### src/pgd_map.svh
`ifndef PGD_MAP_SVH
`define PGD_MAP_SVH

// packet layout
`define PGD_PKT_BITS      32
`define PGD_ID_MSB        31
`define PGD_ID_LSB        24
`define PGD_INFO_BITS     24
`define PGD_ID_CHECKSUM   8'h00
`define PGD_ID_CONTROL    8'h02
`define PGD_ON_BIT        0
`define PGD_LAST_BIT      6'h1F
`define PGD_BIT_DONE      6'h20

// clock and serial timing
`define PGD_CLK_KHZ       100000
`define PGD_SCK_HALF      50
`define PGD_FIFO_DEPTH    16

// powerdown spacing, times in milliseconds
`define PGD_PD_GAP_MS     2
`define PGD_PD_MAX_MS     95
`define PGD_PD_GAP_CYC    (`PGD_PD_GAP_MS * `PGD_CLK_KHZ)
`define PGD_PD_MAX_CYC    (64'(`PGD_PD_MAX_MS) * 64'(`PGD_CLK_KHZ))
`define PGD_PD_LAST_STEP  2'h2
`define PGD_PD_ON_STEP    2'h1

`endif

### src/pgd_pkg.sv
`default_nettype none
package pgd_pkg;
  // link sequencer states
  typedef enum logic [3:0] {
    ST_IDLE  = 4'b0001,
    ST_SEL   = 4'b0010,
    ST_SHIFT = 4'b0100,
    ST_DESEL = 4'b1000
  } pgd_state_t;

  // origin of the packet being shifted
  typedef enum logic [1:0] {
    SRC_FIFO = 2'h0,
    SRC_PD   = 2'h1,
    SRC_NULL = 2'h2
  } pgd_src_t;
endpackage : pgd_pkg
`default_nettype wire

### src/pgd_host.sv
// Operation
// every transfer is exactly 32 bits
// 8-bit id on top, 24 info bits
// full duplex, both directions carry packets
// host selects, waits ready, shifts, deselects
// fresh select falling edge per host packet
// decoder returns status on host packets
// ready low makes host clock one exchange
// select may stay low between decoder packets
// host sends null checksum when idle-reading
// decoder drives ready only when prepared
// decoder data output is three-state; the model drives o_miso at all times, inverting it on deselect
// host supplies clock, drives master-out line
// decoder must be asynchronous before switch-off
// control packets off, on, off in order
// spacing measured last edge to last edge
// at least 2 ms between powerdown steps
// on-to-off step within warm-up and 95 ms
// warm-up is sum of selected settings
// decoder outputs 38.4 kHz divided clock
// decoder keeps a one-minute timer
// decoder has five receiver control outputs
// decoder resets while reset pin low
// most significant bit travels first
// outbound blocked until matching checksum
// checksum packet id is zero
// decoder ignores clock while deselected
// partial packet discarded on early deselect
`include "pgd_map.svh"
`default_nettype none

// packet queue between user and link
module pgd_fifo
  import pgd_pkg::*;
#(
  parameter int WIDTH = `PGD_PKT_BITS,
  parameter int DEPTH = `PGD_FIFO_DEPTH
) (
  input  wire logic             i_clk,
  input  wire logic             i_rst_n,
  input  wire logic             i_in_valid,
  input  wire logic [WIDTH-1:0] i_in_data,
  output logic                  o_in_ready,
  output logic                  o_out_valid,
  output logic      [WIDTH-1:0] o_out_data,
  input  wire logic             i_out_ready
);
  localparam int AW = $clog2(DEPTH);

  if (DEPTH < 2 || (1 << AW) != DEPTH) begin : g_bad_depth
    $error("fifo depth must be a power of two of at least 2");
  end

  logic [WIDTH-1:0] mem_r   [DEPTH];
  logic [WIDTH-1:0] mem_nxt [DEPTH];
  logic [AW-1:0]    wr_r, wr_nxt, rd_r, rd_nxt;
  logic [AW:0]      cnt_r, cnt_nxt;
  logic             push, pop;

  // honest full and empty from the fill count
  assign o_in_ready  = (cnt_r != (AW+1)'(DEPTH));
  assign o_out_valid = (cnt_r != '0);
  assign o_out_data  = mem_r[rd_r];
  assign push        = i_in_valid && o_in_ready;
  assign pop         = o_out_valid && i_out_ready;

  // pointer and storage next values
  always_comb begin
    mem_nxt = mem_r;
    wr_nxt  = wr_r;
    rd_nxt  = rd_r;
    cnt_nxt = cnt_r;
    if (push) begin
      mem_nxt[wr_r] = i_in_data;
      wr_nxt        = wr_r + 1'b1;
    end
    if (pop) begin
      rd_nxt = rd_r + 1'b1;
    end
    if (push && !pop) begin
      cnt_nxt = cnt_r + 1'b1;
    end else if (pop && !push) begin
      cnt_nxt = cnt_r - 1'b1;
    end
  end

  always_ff @(posedge i_clk or negedge i_rst_n) begin
    if (!i_rst_n) begin
      mem_r <= '{default: '0};
      wr_r  <= '0;
      rd_r  <= '0;
      cnt_r <= '0;
    end else begin
      mem_r <= mem_nxt;
      wr_r  <= wr_nxt;
      rd_r  <= rd_nxt;
      cnt_r <= cnt_nxt;
    end
  end
endmodule : pgd_fifo

// host-side master of the decoder packet port
module pgd_host
  import pgd_pkg::*;
#(
  parameter int          SCK_HALF   = `PGD_SCK_HALF,
  parameter int          FIFO_DEPTH = `PGD_FIFO_DEPTH,
  parameter int unsigned PD_GAP_CYC = `PGD_PD_GAP_CYC
) (
  input  wire logic        i_clk,
  input  wire logic        i_rst_n,
  input  wire logic        i_tx_valid,
  input  wire logic [31:0] i_tx_data,
  output logic             o_tx_ready,
  output logic             o_rx_valid,
  output logic      [31:0] o_rx_data,
  input  wire logic        i_pd_req,
  output logic             o_pd_busy,
  output logic             o_pd_done,
  output logic             o_busy,
  output logic             o_ss_n,
  output logic             o_sck,
  output logic             o_mosi,
  input  wire logic        i_miso,
  input  wire logic        i_ready_n
);
  if (SCK_HALF < 1 || SCK_HALF > 65535) begin : g_bad_half
    $error("serial half period out of range");
  end
  if (PD_GAP_CYC < 1 || 64'(PD_GAP_CYC) >= `PGD_PD_MAX_CYC) begin : g_bad_gap
    $error("powerdown gap must be below the 95 ms ceiling");
  end

  pgd_state_t  state_r, state_nxt;
  pgd_src_t    src_r, src_nxt;
  logic        sck_r, sck_nxt, ss_n_r, ss_n_nxt;
  logic [15:0] div_r, div_nxt;
  logic [5:0]  bit_r, bit_nxt;
  logic [31:0] tx_r, tx_nxt, rx_r, rx_nxt, rxd_r, rxd_nxt;
  logic        rxv_r, rxv_nxt, pkt_end, fifo_pop, half_tick;
  logic        miso_m_r, miso_s_r, rdy_m_r, rdy_s_r;
  logic        fifo_valid;
  logic [31:0] fifo_data;
  logic [1:0]  pd_step_r, pd_step_nxt;
  logic        pd_busy_r, pd_busy_nxt, pd_done_r, pd_done_nxt;
  logic [31:0] pd_wait_r, pd_wait_nxt;
  logic        pd_want;
  logic [23:0] pd_info;

  pgd_fifo #(
    .WIDTH (`PGD_PKT_BITS),
    .DEPTH (FIFO_DEPTH)
  ) pgd_fifo_i (
    .i_clk       (i_clk),
    .i_rst_n     (i_rst_n),
    .i_in_valid  (i_tx_valid),
    .i_in_data   (i_tx_data),
    .o_in_ready  (o_tx_ready),
    .o_out_valid (fifo_valid),
    .o_out_data  (fifo_data),
    .i_out_ready (fifo_pop)
  );

  // two-stage synchronisers for the decoder pins
  always_ff @(posedge i_clk or negedge i_rst_n) begin
    if (!i_rst_n) begin
      miso_m_r <= 1'b0;
      miso_s_r <= 1'b0;
      rdy_m_r  <= 1'b1;
      rdy_s_r  <= 1'b1;
    end else begin
      miso_m_r <= i_miso;
      miso_s_r <= miso_m_r;
      rdy_m_r  <= i_ready_n;
      rdy_s_r  <= rdy_m_r;
    end
  end

  assign half_tick = (div_r == 16'(SCK_HALF - 1));
  assign pd_want   = pd_busy_r && (pd_wait_r == '0) && (state_r == ST_IDLE);
  assign pd_info   = 24'(pd_step_r == `PGD_PD_ON_STEP) << `PGD_ON_BIT;

  // link sequencer next values
  always_comb begin
    state_nxt = state_r;
    src_nxt   = src_r;
    sck_nxt   = sck_r;
    ss_n_nxt  = ss_n_r;
    div_nxt   = div_r;
    bit_nxt   = bit_r;
    tx_nxt    = tx_r;
    rx_nxt    = rx_r;
    rxd_nxt   = rxd_r;
    rxv_nxt   = 1'b0;
    pkt_end   = 1'b0;
    fifo_pop  = 1'b0;
    case (state_r)
      ST_IDLE: begin
        div_nxt = '0;
        bit_nxt = '0;
        sck_nxt = 1'b0;
        if (pd_want) begin
          tx_nxt    = {`PGD_ID_CONTROL, pd_info};
          src_nxt   = SRC_PD;
          ss_n_nxt  = 1'b0;
          state_nxt = ST_SEL;
        end else if (fifo_valid && !pd_busy_r) begin
          tx_nxt    = fifo_data;
          fifo_pop  = 1'b1;
          src_nxt   = SRC_FIFO;
          ss_n_nxt  = 1'b0;
          state_nxt = ST_SEL;
        end else if (!rdy_s_r) begin
          tx_nxt    = {`PGD_ID_CHECKSUM, `PGD_INFO_BITS'(0)};
          src_nxt   = SRC_NULL;
          ss_n_nxt  = 1'b0;
          state_nxt = ST_SEL;
        end
      end
      ST_SEL: begin
        // hold select low until the decoder signals ready
        if (!rdy_s_r) begin
          state_nxt = ST_SHIFT;
        end
      end
      ST_SHIFT: begin
        if (half_tick) begin
          div_nxt = '0;
          sck_nxt = !sck_r;
          if (!sck_r) begin
            rx_nxt  = {rx_r[30:0], miso_s_r};
            bit_nxt = bit_r + 1'b1;
            if (bit_r == `PGD_LAST_BIT) begin
              pkt_end = 1'b1;
              rxd_nxt = {rx_r[30:0], miso_s_r};
              rxv_nxt = 1'b1;
            end
          end else if (bit_r == `PGD_BIT_DONE) begin
            ss_n_nxt  = 1'b1;
            state_nxt = ST_DESEL;
          end else begin
            tx_nxt = {tx_r[30:0], 1'b0};
          end
        end else begin
          div_nxt = div_r + 1'b1;
        end
      end
      ST_DESEL: begin
        // select high for a half period so each packet sees a new edge
        if (half_tick) begin
          div_nxt   = '0;
          state_nxt = ST_IDLE;
        end else begin
          div_nxt = div_r + 1'b1;
        end
      end
      default: begin
        state_nxt = ST_IDLE;
        ss_n_nxt  = 1'b1;
      end
    endcase
  end

  always_ff @(posedge i_clk or negedge i_rst_n) begin
    if (!i_rst_n) begin
      state_r <= ST_IDLE;
      src_r   <= SRC_NULL;
      sck_r   <= 1'b0;
      ss_n_r  <= 1'b1;
      div_r   <= '0;
      bit_r   <= '0;
      tx_r    <= '0;
      rx_r    <= '0;
      rxd_r   <= '0;
      rxv_r   <= 1'b0;
    end else begin
      state_r <= state_nxt;
      src_r   <= src_nxt;
      sck_r   <= sck_nxt;
      ss_n_r  <= ss_n_nxt;
      div_r   <= div_nxt;
      bit_r   <= bit_nxt;
      tx_r    <= tx_nxt;
      rx_r    <= rx_nxt;
      rxd_r   <= rxd_nxt;
      rxv_r   <= rxv_nxt;
    end
  end

  // powerdown sequencer: off, on, off with spacing
  always_comb begin
    pd_busy_nxt = pd_busy_r;
    pd_step_nxt = pd_step_r;
    pd_wait_nxt = pd_wait_r;
    pd_done_nxt = 1'b0;
    if (pd_wait_r != '0) begin
      pd_wait_nxt = pd_wait_r - 1'b1;
    end
    if (i_pd_req && !pd_busy_r) begin
      pd_busy_nxt = 1'b1;
      pd_step_nxt = '0;
      pd_wait_nxt = '0;
    end else if (pkt_end && src_r == SRC_PD) begin
      pd_wait_nxt = PD_GAP_CYC;
      if (pd_step_r == `PGD_PD_LAST_STEP) begin
        pd_busy_nxt = 1'b0;
        pd_done_nxt = 1'b1;
      end else begin
        pd_step_nxt = pd_step_r + 1'b1;
      end
    end
  end

  always_ff @(posedge i_clk or negedge i_rst_n) begin
    if (!i_rst_n) begin
      pd_busy_r <= 1'b0;
      pd_step_r <= '0;
      pd_wait_r <= '0;
      pd_done_r <= 1'b0;
    end else begin
      pd_busy_r <= pd_busy_nxt;
      pd_step_r <= pd_step_nxt;
      pd_wait_r <= pd_wait_nxt;
      pd_done_r <= pd_done_nxt;
    end
  end

  // pin and user outputs from flops, except o_busy decoded from state_r and o_tx_ready decoded from the fifo count
  assign o_ss_n     = ss_n_r;
  assign o_sck      = sck_r;
  assign o_mosi     = tx_r[`PGD_ID_MSB];
  assign o_rx_valid = rxv_r;
  assign o_rx_data  = rxd_r;
  assign o_pd_busy  = pd_busy_r;
  assign o_pd_done  = pd_done_r;
  assign o_busy     = (state_r != ST_IDLE);
endmodule : pgd_host
`default_nettype wire

### config.mk
export PLATFORM = sky130hd
export DESIGN_NAME = pgd_host
export DESIGN_NICKNAME = d
export VERILOG_FILES = /design/src/pgd_pkg.sv /design/src/pgd_host.sv
export VERILOG_INCLUDE_DIRS = /design/src
export SDC_FILE = /design/constraint.sdc
export NUM_CORES = 1
export LEC_CHECK = 0
export BUFFER_PORTS_ARGS = -buffer_cell sky130_fd_sc_hd__buf_2
export CORE_ASPECT_RATIO = 1.1
export CORE_MARGIN = 2
export CORE_UTILIZATION = 40
export CTS_CLUSTER_DIAMETER = 60
export DETAILED_ROUTE_END_ITERATION = 6
export GPL_ROUTABILITY_DRIVEN = 0
export PLACE_DENSITY = 0.58
export SYNTH_ARGS = -nofsm -noshare
export SYNTH_HDL_FRONTEND = slang
export SYNTH_SLANG_ARGS = --single-unit
### constraint.sdc
create_clock -name i_clk -period 2.81 [get_ports i_clk]
set_input_delay 0.4215 -clock i_clk [delete_from_list [all_inputs] [get_ports i_clk]]
set_output_delay 0.4215 -clock i_clk [all_outputs]
set_load 0.02 [all_outputs]
# == Word-level counts from Yosys, hierarchy flattened ==
# Cells that the tools add are included.
# word_totals
reg_bits,691
input_bits,38
# op_classes
addsub,8
order_cmp,3
n_eq_ne,22
mux,60
bitwise_logic,4
n_reduce_logical,35
# ops
cell,count
$bwmux W512,1
$mux W32,12
$bmux W32 S4,1
$demux W32 S4,1
$pmux W32 S2,1
$logic_not A32 Y1,1
$mux W4,8
$pmux W16 S2,1
$reduce_bool A32 Y1,1
$sub A32 B1 Y32 const B,1
$mux W1,20
$add A16 B1 Y16 const B,1
$eq A16 B6 Y1 const B,1
$mux W16,1
$ne A2 B2 Y1 const B,8
$pmux W4 S4,1
$mux W2,6
$mux W6,2
$pmux W6 S2,1
$ge A5 B5 Y1 const B,2
$logic_and A1 B1 Y1,10
$mux W5,2
$not A4 Y5,2
$reduce_and A5 Y1,2
other kinds (30),45

# == Longest topological paths before layout ==
# logic_depth
word_depth,9
ltp_mapped,13
depth_no_buf,12

# == Hierarchy ==
# A second synthesis with hierarchy kept.
# unflattened
cells_unflattened,2410
hier_area_um2,32417.3
# by_module_without_submodules
module,instances,cells_per_inst,area_per_inst_um2,seq_area_each_um2
pgd_fifo,1,1599,24342.1,13137.6
pgd_host,1,811,8075.2,4160.2

# == Worst setup path before layout ==
# No wires, ideal clock.
# synth_timing
path_kind,register -> register
startpoint,register state_r[3]
endpoint,register pgd_fifo_i.cnt_r[4]
arrival_time_ns,2.898
required_ns,2.687
path_slack_ns,-0.210
path_stages_with_launch,14
path_buffers,1
period_less_slack_ns,3.020
cell_sequence,dfrtp_1 -> buf_2 -> nor4b_2 -> inv_1 -> nor2_1 -> inv_1 -> ha_1 -> inv_1 -> ha_1 -> a21o_1 -> a21oi_1 -> xnor2_1 -> nor2_1 -> xnor2_1
# synth_via
elab_chain_len,8
# synth_rtl
item,line,text
from (decl),pgd_host.sv:134,"pgd_state_t state_r, state_nxt;"
from (signal assigned),pgd_host.sv:277,state_r <= state_nxt;
$eq A4 B1 Y1 (*),"pgd_host.sv:180, pgd_host.sv:197",
$logic_and A1 B1 Y1,pgd_host.sv:180,assign pd_want = pd_busy_r && (pd_wait_r == '0) && (state_r == ST_IDLE);
$mux W1,pgd_host.sv:202,if (pd_want) begin
$mux W1 (*),pgd_host.sv:197,case (state_r)
$logic_and A1 B1 Y1 (*),pgd_host.sv:65,assign pop = o_out_valid && i_out_ready;
$logic_not A1 Y1,pgd_host.sv:80,if (push && !pop) begin
$logic_and A1 B1 Y1,pgd_host.sv:80,
$mux W5 or $reduce_bool A2 Y1 (tied branches),--,
to (signal assigned),pgd_host.sv:97,cnt_r <= cnt_nxt;
to (decl),pgd_host.sv:57,"logic [AW:0] cnt_r, cnt_nxt;"
# Every way passes the cells marked *; elsewhere a longest branch is shown, timed or not.
# A chain may end at the register's enable or synchronous reset.

# == Worst setup path after layout ==
# layout_timing
startpoint,register pgd_fifo_i.cnt_r[0]
endpoint,register pgd_fifo_i.cnt_r[4]
# layout_via
elab_chain_len,9
# layout_rtl
item,line,text
$reduce_bool A5 Y1,pgd_host.sv:62,assign o_out_valid = (cnt_r != '0);
$logic_and A1 B1 Y1,pgd_host.sv:207,end else if (fifo_valid && !pd_busy_r) begin
$mux W1,pgd_host.sv:207,
$mux W1,pgd_host.sv:202,
$mux W1,pgd_host.sv:197,
$logic_and A1 B1 Y1,pgd_host.sv:65,
$logic_not A1 Y1,pgd_host.sv:80,
$logic_and A1 B1 Y1,pgd_host.sv:80,
$mux W5 or $reduce_bool A2 Y1 (tied branches),--,
# Several ways; a longest one is shown, not always the timed one. The select of a mux whose other input is x is not followed.

==> qor.csv <==
stage,metric,value,unit
outcome,status,"finished, final reports clean",
die,die_h,296.8,microns
clocking,clock_latency,0.63,ns
route,drc,0,
grt,overflow,0,
power,peakVddDrop,0.5602,mV
die,num_rows,107,
cells_and_area,fill_cells,6790,
power,fin_total_pwr,0.03975,W
yosys,yosys.area.top_type,dfrtp_1,
yosys,post_synth.cell_area_avg,14.00,sq um
route,post_drt_via_cell_ratio,5.409,
critical_path,path_class,register to register,
yosys,synth.top_cells.by_area,"dfrtp_1, mux2_2, mux4_2",
die,die_area,80180,sq um
grt,grt_start_max_net_pins,91,
power,p_leak,15.95,nW
cells_and_area,layout.nets,2371,
sta,drv_slew,0,
clocking,cts.clk_slew.worst_paths,0.06,ns
yosys,synthCells,2226,
clocking,clockBufferDepth,3,
cells_and_area,multi_input_area,13200,sq um
sta,hold_viol_final,0,
yosys,synthDistinctLibCells,64,
clocking,cts_setup_buffers,0,
sta,fin_tns_setup,0,ns
sta,fin_skew,0.02843,ns
critical_path,crit_chain,nor4_4 > a21o_1 > nor2_2 > inv_1 > ha_1 > inv_1 > fa_1 > a21o_1 > a21oi_1 > xnor2_1 > nor2_1 > xnor2_1,
sta,finalCriticalPeriod,2.643,ns
critical_path,critPathMaxStageDelay,0.48,ns
grt,antenna_found_initial,3,
power,power_density,1105,nW/um^2
clocking,cts_sinks,691,
die,coreArea,77250,sq um
yosys,yosysWarnings,0,
critical_path,crit_fanout,4,
critical_path,startpoint_type,register,
route,wl,73250,microns
grt,grt_pass1_wl,117300,microns
yosys,async_reset_ff_frac,1.000,
yosys,dominantRegCellSynth,dfrtp_1,
yosys,syn_area,31170,sq um
die,die_w,270.2,microns
route,drt_first_pass_iters,4,
yosys,syn-num-nets,2282,
sta,setup_viol,0,
hold_path,hold_path.class,input port to register,
critical_path,end_kind,register,
clocking,htree_levels,3,
critical_path,cpMaxStageDelayCell,fa_1,
sta,relSlewSlack,0.5218,
sta,fmax,378.4,MHz
yosys,ys_ff_latch,691,
cells_and_area,drive_gt1_frac,0.4240,
grt,grt.total_usage,0.1868,
placed_design,hpwl,44290,microns
route,postRouteAntennaNets,0,
cells_and_area,syn2layout_area_growth,15.41,%
critical_path,required,3.32,ns
critical_path,arrival,3.15,ns
sta,period_share,0.9405,
yosys,yosysSeqAreaShare,0.5549,
yosys,synth.top_cell.area_share,0.5507,
route,drt-initial-drc-count,879,
grt,grt_pass1_vias,19950,
placed_design,io_buffers,77,
sta,worstMarginPinSlew,0.7080,ns
run,max-cap-violations,0,
clocking,tritoncts,yes,
clocking,clock_tree.root_cell,clkbuf_16,
yosys,synth-edff-count,0,
cells_and_area,seq_area,17310,sq um
sta,rsz0062_at_grt,false,
die,start_util,0.4035,
route,vias,18460,
route,wl_per_cell,21.47,microns
die,ios,78,
clocking,cts_buffers,76,
final cells by class:
type,instances,share of cell area
tap,1035,0.03600
sequential,691,0.4812
clock buffer,101,0.05968
multi-input combinational,1355,0.3670
timing repair buffer,172,0.04180
antenna,2,0.0001391
clock inverter,37,0.01228
inverter,19,0.001982
worst max-delay path, delay by kind of cell, from the launching register on:
family                   cells  cell delay [ns]
adder cells (fa/ha/maj)      2             0.66
AO/OA/AOI/OAI                3             0.54
flip-flops                   1             0.45
AND/OR/NAND/NOR              3             0.42
XOR/XNOR                     2             0.27
buffers and inverters        2             0.16
final timing paths:
kind	from	endpoint	slack (ns)	cells after the start
worst max register to register	pgd_fifo_i.cnt_r[0]$_DFFE_PN0P_	pgd_fifo_i.cnt_r[4]$_DFFE_PN0P_	0.17	12
worst min-delay path	i_tx_data[16]	pgd_fifo_i.mem_r[176]$_DFFE_PN0P_	0.24	2
worst min register to register	miso_m_r$_DFF_PN0_	miso_s_r$_DFF_PN0_	0.35	0
worst max-delay path	pgd_fifo_i.cnt_r[0]$_DFFE_PN0P_	pgd_fifo_i.cnt_r[4]$_DFFE_PN0P_	0.17	12
min in group asynchronous	i_rst_n	pgd_fifo_i.mem_r[246]$_DFFE_PN0P_	0.38	2
max in group asynchronous	i_rst_n	pgd_fifo_i.mem_r[420]$_DFFE_PN0P_	1.47	3
registers in the layout, indices dropped and copies added, names as in the netlist, 2 cells and up:
register and count:
state_r 4, tx_r 32, rx_r 31, pgd_fifo_i.cnt_r 5, pd_wait_r 32, pgd_fifo_i.wr_r 4
bit_r 6, pgd_fifo_i.mem_r 512, div_r 16, pgd_fifo_i.rd_r 4, src_r 2, o_rx_data 32
pd_step_r 2
timing repair:
item | CTS | global route
hold endpoints to repair | 47 | 0
hold buffers | 3 | 0
endpoints found under the setup margin | 0 | 1
gates resized for setup | 0 | 3
per-layer routing:
metal	GRT usage	up-vias	share of wire
met3	0.02902	117	0.032
met5	0	-	0.00030
met1	0.2417	9838	0.43
met2	0.3176	230	0.51
li1	-	8268	-
met4	0.06918	4	0.028
cell usage in the layout (no fill, tap or decap), drive strengths merged, types with 3 or more instances in the layout:
master / synthesis / routed
a211oi: 4 / 4
or3: 9 / 9
nor4b: 4 / 4
mux2i: 79 / 79
a22oi: 8 / 8
nor3b: 4 / 4
nor4: 18 / 18
nor2b: 12 / 12
inv: 19 / 27
o21ai: 67 / 67
and2: 3 / 3
o22ai: 31 / 31
or4b: 3 / 3
o31ai: 4 / 4
xnor2: 30 / 30
or4: 5 / 5
bufinv: 0 / 6
nand2: 171 / 171
nand4: 9 / 9
o41ai: 5 / 5
a21oi: 44 / 44
nand3: 28 / 28
xor2: 16 / 16
buf: 88 / 169
mux4: 118 / 118
nor2: 64 / 64
dfstp: 5 / 5
nor3: 18 / 18
clkbuf: 73 / 101
dlygate4sd3: 0 / 3
dfrtp: 686 / 686
clkinvlp: 0 / 3
mux2: 547 / 547
ha: 17 / 17
a21o: 4 / 4
or2: 3 / 3
and3: 4 / 4
clkinv: 0 / 20
nand2b: 12 / 12
metrics by stage:
| step | instances | setup WS [ns] | utilization | cell area (sq um) | hold slack [ns] |
|---|---|---|---|---|---|
| after global routing | 3411 | 0.002920 | 0.4657 | 35970 | 0.2533 |
| final | 3412 | 0.1673 | 0.4657 | 35980 | 0.2385 |
| after CTS | 3410 | 0.05702 | 0.4654 | 35950 | 0.2157 |
| after floorplan | 2226 | 0.002388 | - | 31180 | 0.1259 |
| after detailed placement | 3269 | 0.09483 | 0.4315 | 33340 | 0.3457 |
| after global placement | 3269 | 0.1134 | 0.4315 | 33340 | 0.3335 |
power by group:
group	internal, W	switching [W]	leakage (nW)
Combinational	0.00750	0.00569	5.93
Clock	0.00601	0.00422	1.28
Sequential	0.0141	0.00228	8.75
cells by family after synthesis:
group / Yosys count / share of synthesized area
adder cells (fa/ha/maj): 18 / 0.007466
XOR/XNOR: 46 / 0.01292
AND/OR/NAND/NOR: 371 / 0.05852
AO/OA/AOI/OAI: 176 / 0.03296
multiplexers: 744 / 0.3082
buffers and inverters: 180 / 0.02497
flip-flops: 691 / 0.5549
cells in the mapped netlist (all sizes together) (18+ instances only):
cell    count
nand3      28
nand2     171
nor2       64
dfrtp     686
o22ai      31
clkbuf     73
mux4      118
o21ai      67
a21oi      44
buf        88
nor3       18
inv        19
mux2i      79
mux2      547
xnor2      30
nor4       18
Power figures use the tool's default switching activity.
